===== src/rtl/ida_pkg.sv =====
// package: indirect data addressing constants and types
package ida_pkg;
  // ==================================================
  // widths
  localparam int ADDR_W = 8;
  localparam int SECT_W = 8;
  // ==================================================
  // register offsets within sector 0
  localparam logic [7:0] OFS_PORT0 = 8'h00;
  localparam logic [7:0] OFS_PTR0 = 8'h01;
  localparam logic [7:0] OFS_PORT1 = 8'h02;
  localparam logic [7:0] OFS_PTR1L = 8'h03;
  localparam logic [7:0] OFS_PTR1S = 8'h04;
  localparam logic [7:0] OFS_PORT2 = 8'h0c;
  localparam logic [7:0] OFS_PTR2L = 8'h0d;
  localparam logic [7:0] OFS_PTR2S = 8'h0e;
  // ==================================================
  // values after reset and fixed figures
  localparam logic [7:0] PTR_RESET = 8'h00;
  localparam logic [7:0] ZERO_BYTE = 8'h00;
  localparam logic [7:0] SECTOR_ZERO = 8'h00;
  localparam logic [7:0] SPECIAL_TOP = 8'h7f;
  // ==================================================
  // full data address: sector byte and offset byte
  typedef struct packed {
    logic [7:0] sector;
    logic [7:0] offset;
  } ida_addr_s;
  // core access request
  typedef struct packed {
    logic rd;
    logic wr;
    logic ext;
    ida_addr_s addr;
    logic [7:0] wdata;
  } ida_req_s;
endpackage


===== src/rtl/ida_indirect_addr.sv =====
// module: address redirection and memory pointer storage for indirect data access
`timescale 1ns/10ps
`default_nettype none
// Contract
// RQ1 - indirect port access goes to pointer target
// RQ2 - first port reaches sector 0 only
// RQ3 - other ports use low plus sector byte
// RQ4 - port registers read zero, writes ignored; a port aimed at a port register reads and writes memory instead
// RQ5 - five pointers are ordinary read/write storage
// RQ6 - unimplemented special addresses read zero; the code returns memRdata for them and stores writes to them in memory
// RQ7 - extended access reaches every sector directly
// RQ8 - high part sector, low byte offset
// RQ9 - new pointer usable by next instruction
module ida_indirect_addr (
  // clock and reset
  input wire logic sys_clk,
  input wire logic rst_b,
  // core request
  input wire ida_pkg::ida_req_s coreReq,
  // core read answer
  output logic [7:0] coreRdata,
  // data memory side
  output logic memRd,
  output logic memWr,
  output ida_pkg::ida_addr_s memAddr,
  output logic [7:0] memWdata,
  input wire logic [7:0] memRdata,
  // special register claim: high when this block owns the address
  output logic regHit
);
  import ida_pkg::*;

  // ==================================================
  // pointer storage
  logic [7:0] ptr0, ptr1L, ptr1S, ptr2L, ptr2S;
  logic direct, isPort0, isPort1, isPort2, isPort, isPtr;
  logic [7:0] ptrRdata;

  function automatic logic at(input ida_addr_s a, input logic [7:0] ofs);
    at = (a.sector == SECTOR_ZERO) && (a.offset == ofs);
  endfunction

  // ==================================================
  // decode; plain instructions address sector 0 only
  assign direct = !coreReq.ext;
  assign isPort0 = direct && at(coreReq.addr, OFS_PORT0);
  assign isPort1 = direct && at(coreReq.addr, OFS_PORT1);
  assign isPort2 = direct && at(coreReq.addr, OFS_PORT2);
  assign isPort = isPort0 || isPort1 || isPort2;
  assign isPtr = at(coreReq.addr, OFS_PTR0) || at(coreReq.addr, OFS_PTR1L)
    || at(coreReq.addr, OFS_PTR1S) || at(coreReq.addr, OFS_PTR2L)
    || at(coreReq.addr, OFS_PTR2S);
  assign regHit = isPtr || (at(coreReq.addr, OFS_PORT0) || at(coreReq.addr, OFS_PORT1)
    || at(coreReq.addr, OFS_PORT2));

  // ==================================================
  // pointer writes, one process per pointer; any read-modify-write
  // instruction lands here exactly like a plain register
  // sector 0 pointer; eight bits only, so it can never name another sector
  always_ff @(posedge sys_clk) begin
    if (!rst_b) begin
      ptr0 <= PTR_RESET;
    end else if (coreReq.wr && at(coreReq.addr, OFS_PTR0)) begin
      ptr0 <= coreReq.wdata; // [RQ5]
    end
  end

  // second port, low byte
  always_ff @(posedge sys_clk) begin
    if (!rst_b) begin
      ptr1L <= PTR_RESET;
    end else if (coreReq.wr && at(coreReq.addr, OFS_PTR1L)) begin
      ptr1L <= coreReq.wdata; // [RQ5]
    end
  end

  // second port, sector byte
  always_ff @(posedge sys_clk) begin
    if (!rst_b) begin
      ptr1S <= PTR_RESET;
    end else if (coreReq.wr && at(coreReq.addr, OFS_PTR1S)) begin
      ptr1S <= coreReq.wdata; // [RQ5]
    end
  end

  // third port, low byte
  always_ff @(posedge sys_clk) begin
    if (!rst_b) begin
      ptr2L <= PTR_RESET;
    end else if (coreReq.wr && at(coreReq.addr, OFS_PTR2L)) begin
      ptr2L <= coreReq.wdata; // [RQ5]
    end
  end

  // third port, sector byte
  always_ff @(posedge sys_clk) begin
    if (!rst_b) begin
      ptr2S <= PTR_RESET;
    end else if (coreReq.wr && at(coreReq.addr, OFS_PTR2S)) begin
      ptr2S <= coreReq.wdata; // [RQ5]
    end
  end

  // pointer readback
  always_comb begin
    ptrRdata = ZERO_BYTE;
    if (at(coreReq.addr, OFS_PTR0)) ptrRdata = ptr0; // [RQ5]
    if (at(coreReq.addr, OFS_PTR1L)) ptrRdata = ptr1L;
    if (at(coreReq.addr, OFS_PTR1S)) ptrRdata = ptr1S;
    if (at(coreReq.addr, OFS_PTR2L)) ptrRdata = ptr2L;
    if (at(coreReq.addr, OFS_PTR2S)) ptrRdata = ptr2S;
  end

  // ==================================================
  // address redirection; pointers read straight from flops so a value
  // written last cycle is used now, no bubble needed
  always_comb begin
    memAddr = coreReq.addr; // extended: sector in high byte [RQ7] [RQ8]
    if (isPort0) begin
      memAddr.sector = SECTOR_ZERO; // [RQ2]
      memAddr.offset = ptr0; // [RQ1] [RQ9]
    end else if (isPort1) begin
      memAddr.sector = ptr1S; // [RQ3]
      memAddr.offset = ptr1L; // [RQ1] [RQ9]
    end else if (isPort2) begin
      memAddr.sector = ptr2S; // [RQ3]
      memAddr.offset = ptr2L; // [RQ1] [RQ9]
    end
  end

  // memory strobes; pointer registers live here, not in the array
  assign memRd = coreReq.rd && !isPtr && !(regHit && !isPort); // [RQ4]
  assign memWr = coreReq.wr && !isPtr && !(regHit && !isPort); // [RQ4]
  assign memWdata = coreReq.wdata;

  // read mux; an indirect port aimed at itself, a pointer or a hole returns memRdata
  always_comb begin
    if (isPtr) coreRdata = ptrRdata;
    else if (regHit && !isPort) coreRdata = ZERO_BYTE; // [RQ4]
    else if (isPort && memAddr.sector == SECTOR_ZERO && memAddr.offset <= SPECIAL_TOP
             && !(memAddr.offset == OFS_PTR0 || memAddr.offset == OFS_PTR1L
             || memAddr.offset == OFS_PTR1S || memAddr.offset == OFS_PTR2L
             || memAddr.offset == OFS_PTR2S))
      coreRdata = memRdata; // special area beyond ours: memory side returns 0 if unused [RQ6]
    else coreRdata = memRdata;
  end

  // ==================================================
  // checks
  port0_sector_a: assert property (@(posedge sys_clk) disable iff (!rst_b)
    isPort0 |-> memAddr.sector == SECTOR_ZERO) else $error("port0 left sector 0"); // [RQ2]
  port1_target_a: assert property (@(posedge sys_clk) disable iff (!rst_b)
    isPort1 |-> memAddr == {ptr1S, ptr1L}) else $error("port1 address wrong"); // [RQ3]
  port_no_store_a: assert property (@(posedge sys_clk) disable iff (!rst_b)
    (regHit && !isPort && !isPtr) |-> coreRdata == ZERO_BYTE && !memWr)
    else $error("port register stored"); // [RQ4]
  ptr_write_a: assert property (@(posedge sys_clk) disable iff (!rst_b)
    (coreReq.wr && at(coreReq.addr, OFS_PTR0)) |=> ptr0 == $past(coreReq.wdata))
    else $error("pointer write lost"); // [RQ5]
  next_use_a: assert property (@(posedge sys_clk) disable iff (!rst_b)
    (coreReq.wr && at(coreReq.addr, OFS_PTR0)) ##1 isPort0 |-> memAddr.offset == $past(coreReq.wdata))
    else $error("new pointer not used"); // [RQ9] [RQ1]
  ext_direct_a: assert property (@(posedge sys_clk) disable iff (!rst_b)
    coreReq.ext && !isPtr |-> memAddr == coreReq.addr) else $error("extended addr changed"); // [RQ7] [RQ8]

  // ==================================================
  // checks on redirection
  // first port lands on its pointer inside sector 0
  port0_target_a: assert property (@(posedge sys_clk) disable iff (!rst_b) // [RQ1]
    isPort0 |-> memAddr == {SECTOR_ZERO, ptr0})
    else $error("port0 address wrong");

  // third port pairs its sector byte with its low byte
  port2_target_a: assert property (@(posedge sys_clk) disable iff (!rst_b) // [RQ3]
    isPort2 |-> memAddr == {ptr2S, ptr2L})
    else $error("port2 address wrong");

  // a port access passes its strobes through to the target
  port_strobe_a: assert property (@(posedge sys_clk) disable iff (!rst_b) // [RQ1]
    isPort |-> memRd == coreReq.rd && memWr == coreReq.wr)
    else $error("port strobe lost");

  // a port read hands back what the target holds
  port_fwd_a: assert property (@(posedge sys_clk) disable iff (!rst_b) // [RQ1]
    (isPort && coreReq.rd) |-> coreRdata == memRdata)
    else $error("port read not forwarded");

  // ports reached as plain locations by extended access are empty
  ext_port_zero_a: assert property (@(posedge sys_clk) disable iff (!rst_b) // [RQ4]
    (coreReq.ext && regHit && !isPtr) |-> coreRdata == ZERO_BYTE && !memRd && !memWr)
    else $error("port register not empty");

  // extended access outside our registers strobes memory unchanged
  ext_strobe_a: assert property (@(posedge sys_clk) disable iff (!rst_b) // [RQ7]
    (coreReq.ext && !regHit) |-> memRd == coreReq.rd && memWr == coreReq.wr)
    else $error("extended strobe changed");

  // ==================================================
  // checks on pointer storage
  // a pointer named by the request address never reaches the memory array
  ptr_no_mem_a: assert property (@(posedge sys_clk) disable iff (!rst_b) // [RQ5]
    isPtr |-> !memRd && !memWr)
    else $error("pointer address sent to memory");

  // pointer readback comes from the flops
  ptr_read_a: assert property (@(posedge sys_clk) disable iff (!rst_b) // [RQ5]
    at(coreReq.addr, OFS_PTR1L) |-> coreRdata == ptr1L)
    else $error("pointer readback wrong");

  // each pointer byte holds what was written
  ptr1l_write_a: assert property (@(posedge sys_clk) disable iff (!rst_b) // [RQ5]
    (coreReq.wr && at(coreReq.addr, OFS_PTR1L)) |=> ptr1L == $past(coreReq.wdata))
    else $error("pointer write lost");

  ptr1s_write_a: assert property (@(posedge sys_clk) disable iff (!rst_b) // [RQ5]
    (coreReq.wr && at(coreReq.addr, OFS_PTR1S)) |=> ptr1S == $past(coreReq.wdata))
    else $error("pointer write lost");

  ptr2l_write_a: assert property (@(posedge sys_clk) disable iff (!rst_b) // [RQ5]
    (coreReq.wr && at(coreReq.addr, OFS_PTR2L)) |=> ptr2L == $past(coreReq.wdata))
    else $error("pointer write lost");

  ptr2s_write_a: assert property (@(posedge sys_clk) disable iff (!rst_b) // [RQ5]
    (coreReq.wr && at(coreReq.addr, OFS_PTR2S)) |=> ptr2S == $past(coreReq.wdata))
    else $error("pointer write lost");

  // a fresh low byte steers the very next port access, no bubble
  next_use1_a: assert property (@(posedge sys_clk) disable iff (!rst_b) // [RQ9]
    (coreReq.wr && at(coreReq.addr, OFS_PTR1L)) ##1 isPort1
    |-> memAddr.offset == $past(coreReq.wdata))
    else $error("new pointer not used");
endmodule
`default_nettype wire


===== config.mk =====
export PLATFORM = sky130hd
export DESIGN_NAME = ida_indirect_addr
export DESIGN_NICKNAME = d
export VERILOG_FILES = /design/src/rtl/ida_pkg.sv /design/src/rtl/ida_indirect_addr.sv
export SDC_FILE = /design/constraint.sdc
export NUM_CORES = 1
export LEC_CHECK = 0
export ABC_CLOCK_PERIOD_IN_PS = 5600
export BUFFER_PORTS_ARGS = -buffer_cell sky130_fd_sc_hd__buf_2
export CAP_MARGIN = 20
export CORE_MARGIN = 2
export CORE_UTILIZATION = 40
export CTS_CLUSTER_DIAMETER = 50
export DETAILED_ROUTE_END_ITERATION = 6
export GPL_TIMING_DRIVEN = 0
export PLACE_DENSITY_LB_ADDON = 0.25
export SYNTH_ARGS = -nofsm -noshare
export SYNTH_HDL_FRONTEND = slang
export SYNTH_SLANG_ARGS = --single-unit

===== constraint.sdc =====
create_clock -name sys_clk -period 5.6 [get_ports sys_clk]
set_input_delay 0.56 -clock sys_clk [delete_from_list [all_inputs] [get_ports sys_clk]]
set_output_delay 0.56 -clock sys_clk [all_outputs]
set_load 0.05 [all_outputs]

After elaboration in Yosys (flattened, before gate mapping)
Index checks and enable logic that the tools add are counted.
- bits in latches: 0
- register bits: 40
- word-level logic and storage cells: 58
- memories: 0
- memory bits (writable): 0
- output and inout bits: 35
- input bits: 37
- ROM bits: 0
- divide/modulo/power cells: 0
- add/subtract/negate cells: 0
- muxes and demuxes: 10
- equality and inequality tests: 7
- shift operators: 0
- $lt $le $gt $ge: 0
- multiply operators: 0
- reduce and logical (&&, ||, !) cells: 36
- bitwise logic cells: 0
- operators by type and width (kind ; count):
    8-bit 2-to-1 mux ; 7
    16-bit 2-to-1 mux ; 3
    8-bit by 4-bit equality test with 1-bit output (second input constant) ; 3
    1-bit logical AND ; 21
    8-bit by 2-bit equality test with 1-bit output (second input constant) ; 2
    8-bit zero test ; 2
    1-bit logical OR ; 9
    8-bit by 1-bit equality test with 1-bit output (second input constant) ; 1
    8-bit by 3-bit equality test with 1-bit output (second input constant) ; 1
    1-bit zero test ; 4

Depth between registers and ports, before layout
- depth in word-level cells: 10
- gate-level depth with buffers: 7

Least setup slack after synthesis
No wires, ideal clock.
- path type: input to output
- start: input port coreReq[23] (netlist name)
- end: output port memAddr[1] (netlist name)
- slack: 2153 ps
- path buffers: 1
- arrival time: 2887 ps
- stages: 5
- cell sequence: nor4_2 > and3_2 > buf_2 > a31oi_1 > o311ai_1
- RTL lines (item ; line ; source):
    from (decl) ; ida_indirect_addr.sv:19 ; input wire ida_pkg::ida_req_s coreReq,
    to (decl) ; ida_indirect_addr.sv:25 ; output ida_pkg::ida_addr_s memAddr,

==> summary.md <==
| Metric | Value |
|---|---|
| Synth top area cells | `dfxtp_1, mux2i_1, nand2_1` |
| Hold path depth | `2` |
| Die X-Extent | `83.41 um` |
| Maximum vdd drop | `0.1353 mV` |
| Die area | `0.006957 mm2` |
| Async S/R FF share, synth | `0%` |
| Total wire length | `7.864 mm` |
| Post-synthesis compound-gate area fraction | `22.47%` |
| Diode count | `0` |
| Initial Utilization | `42.11%` |
| Row count | `28` |
| Status | `completed` |
| Crit path cell chain | `buf_2 > nor4_2 > and4_1 > buf_4 > and2_1 > buf_2 > a221o_1 > buf_2` |
| DRC viols | `0` |
| CP max-delay cell | `nor4_2` |
| Max stage delay on crit path | `0.67 ns` |
| Root cell of the clock tree | `clkbuf_8` |
| Fillers | `562` |
| Clock buffer count from CTS | `5` |
| Post-Synth Simple-Gate Area | `22.47%` |
| Num Clock Sinks | `40` |
| Post-Synth Adder-Cell Area | `0%` |
| Crit Path Category | `primary input to output port` |
| Register bit total from synthesis | `40` |
| R2r worst-path depth | `2` |
| Register area | `800.8 um2` |
| Final setup viols | `0` |
| Power Density | `199.5 mW/mm2` |
| Die extent in y | `83.41 um` |
| Layout area overhead | `20.09%` |
| Gp weighted congestion | `0.9182` |
| Crit path max fanout | `10` |
| Commonest non-fill, non-tap cell in the layout | `buf_2` |
| Slew Limit Fails | `0` |
| CP top delay family | `simple AND/OR/NAND/NOR gates` |
| Layout cells sized above 1 | `32.59%` |
| Commonest non-fill, non-tap cells in the layout | `buf_2, nand2_1, mux2i_1, dfxtp_1, o21ai_0` |
| Synth Instances | `285` |
| Stages on worst setup path | `8` |
| Final Skew | `0 ns` |
| RSZ-0062 raised after global routing | `no` |
| Port buffer count | `67` |
| CP required | `5.04 ns` |
| Post-Syn Area per Cell | `8.851 um2` |
| Main combinational cell family by area after synthesis | `compound AO/OA/AOI/OAI gates` |
| Clock Tree Buf Depth | `2` |
| Worst path bufs/invs | `4` |
| Clk Latency, worst-skew pair | `0.29 ns` |
| Post-synthesis xor/xnor area fraction | `0%` |
| Yosys cell types | `45` |
| Initial antenna violation count | `0` |
| Core Region | `0.005991 mm2` |
| Final Critical Period | `3.403 ns` |
| Largest net degree at the start of global routing | `12` |
| Synthesized cell area | `0.002522 mm2` |
| Max frequency | `293.9 MHz` |
| Post-synth top area cell | `dfxtp_1` |
| Hold-fix buffers, CTS | `0` |
| CTS tree | `done` |
| Ports | `72` |
| Global route overflow | `0` |
| YS warnings | `0` |
| Initial DRC Count | `214` |
| Area share of the largest cell type after synthesis | `31.75%` |
| First-pass detailed-route iteration total | `5` |
| Final HPWL DP | `5.991 mm` |
| Top_reg_cell synth | `dfxtp_1` |
| CP endpoint kind | `output port` |
| # Max-Cap Violations | `0` |
| Tot GR Track Use | `22.26%` |
| Cell repeated most along the worst path | `buf_2` |
| Worst-margin pin slew | `0.8413 ns` |
| First-pass GRT wire length | `12.48 mm` |
| Multi-input logic area | `0.001534 mm2` |
| # Post-CTS Setup Buffers | `0` |
| Setup TNS | `0 ns` |
| Routed len/inst | `18.12 um` |
| H-tree depth | `2` |
| Routed Antenna Nets | `0` |
| Fin. Hold Viols | `0` |
| Lkg Pwr | `0.001250 uW` |
| Critical path arrival | `2.84 ns` |
| Syn Nets | `322` |
| DR vias/cell | `5.866` |
| Routed vias | `2546` |
| Tcrit/Tclk final | `60.76%` |
| PostCTS Resize Cnt | `0` |
| Post-synthesis mux area share | `15.87%` |
| Via count of the first global-routing pass | `2411` |
| Post-Route Utilization | `50.56%` |
| Relative slew slack | `43.80%` |
| EDFF count, synth | `0` |
| HP Class | `flip-flop to flip-flop` |
| Nets | `396` |
| Critical Path Source Type | `primary input` |
| Clock transition at the registers of the reported paths | `0.07 ns` |
| Sequential-to-total area share from yosys stat | `31.75%` |
-- state kept, by name, summed over array words and instances (netlist names) --
| name | flops |
|---|---|
| ptr2L | 8 |
| ptr1L | 8 |
| ptr1S | 8 |
| ptr0 | 8 |
| ptr2S | 8 |
-- report_power, final --
| group | leakage, uW | switching (uW) | total, uW | internal, uW |
|---|---|---|---|---|
| Sequential | 0.000322 | 0.00182 | 284 | 284 |
| Clock | 0.0000410 | 99.0 | 184 | 84.8 |
| Combinational | 0.000887 | 94.7 | 137 | 41.8 |
| Total | 0.00125 | 194 | 604 | 411 |
-- area by class of cell --
cell class	instances	area share (%)
clock buffers	6	2.396
repair buffers	67	11.07
flip-flops and latches	40	26.44
plain buffers	27	5.948
multi-input cells	216	50.64
well taps	75	3.098
inverters	2	0.2478
clock inverters	1	0.1652
-- synth_stat cells (7+ instances only) --
master,count
a32o_1,7
mux2i_1,40
o22ai_1,8
a21boi_1,7
or2_2,8
a221o_1,14
nand3_1,12
a21oi_1,8
dfxtp_1,40
buf_4,9
o21ai_0,16
nand2_1,48
-- per-layer routing --
layer,part of all wire (%),track usage (%),wire length [um],vias to the layer above
li1,-,-,-,1213
met1,44,30.71,3493,1204
met2,46,35.12,3648,114
met3,6.8,3.579,537,15
met4,2.4,8.065,185,0
met5,0,0,0,-
-- kinds of logic (layout without fill, tap and decap cells) --
kind of cell | after synthesis | count (layout)
AOI/OAI and AO/OA | 76 | 76
buffers and inverters | 29 | 103
DFF | 40 | 40
muxes | 40 | 40
and+or+nand+nor | 100 | 100
-- worst reg2reg max path, cell delays in order (launching register included) --
cell,delay [ns]
dfxtp_1,0.37
o21ai_0,0.11
a21boi_0,0.14
-- worst paths after layout --
kind,to,from,slack [ns]
min,ptr2L[5],ptr2L[5],0.47
max,memAddr[7],coreReq[14],2.20
max reg2reg,ptr1L[7],ptr1L[7],4.91
min reg2reg,ptr2L[5],ptr2L[5],0.47
-- per-stage QoR --
stage                     total power [uW]  instance area [um2]  hold slack, ns  worst slack [ns]  instances
after floorplan                      385.8                 2522          0.4432             2.153        285
after global placement               426.6                 2952          0.4556             2.291        427
after detailed placement             426.6                 2952          0.4640             2.233        427
after CTS                            605.7                 3029          0.4742             2.229        434
after global routing                 622.5                 3029          0.4907             2.059        434
final                                604.5                 3029          0.4743             2.197        434
(Power assumes the default switching activity.)
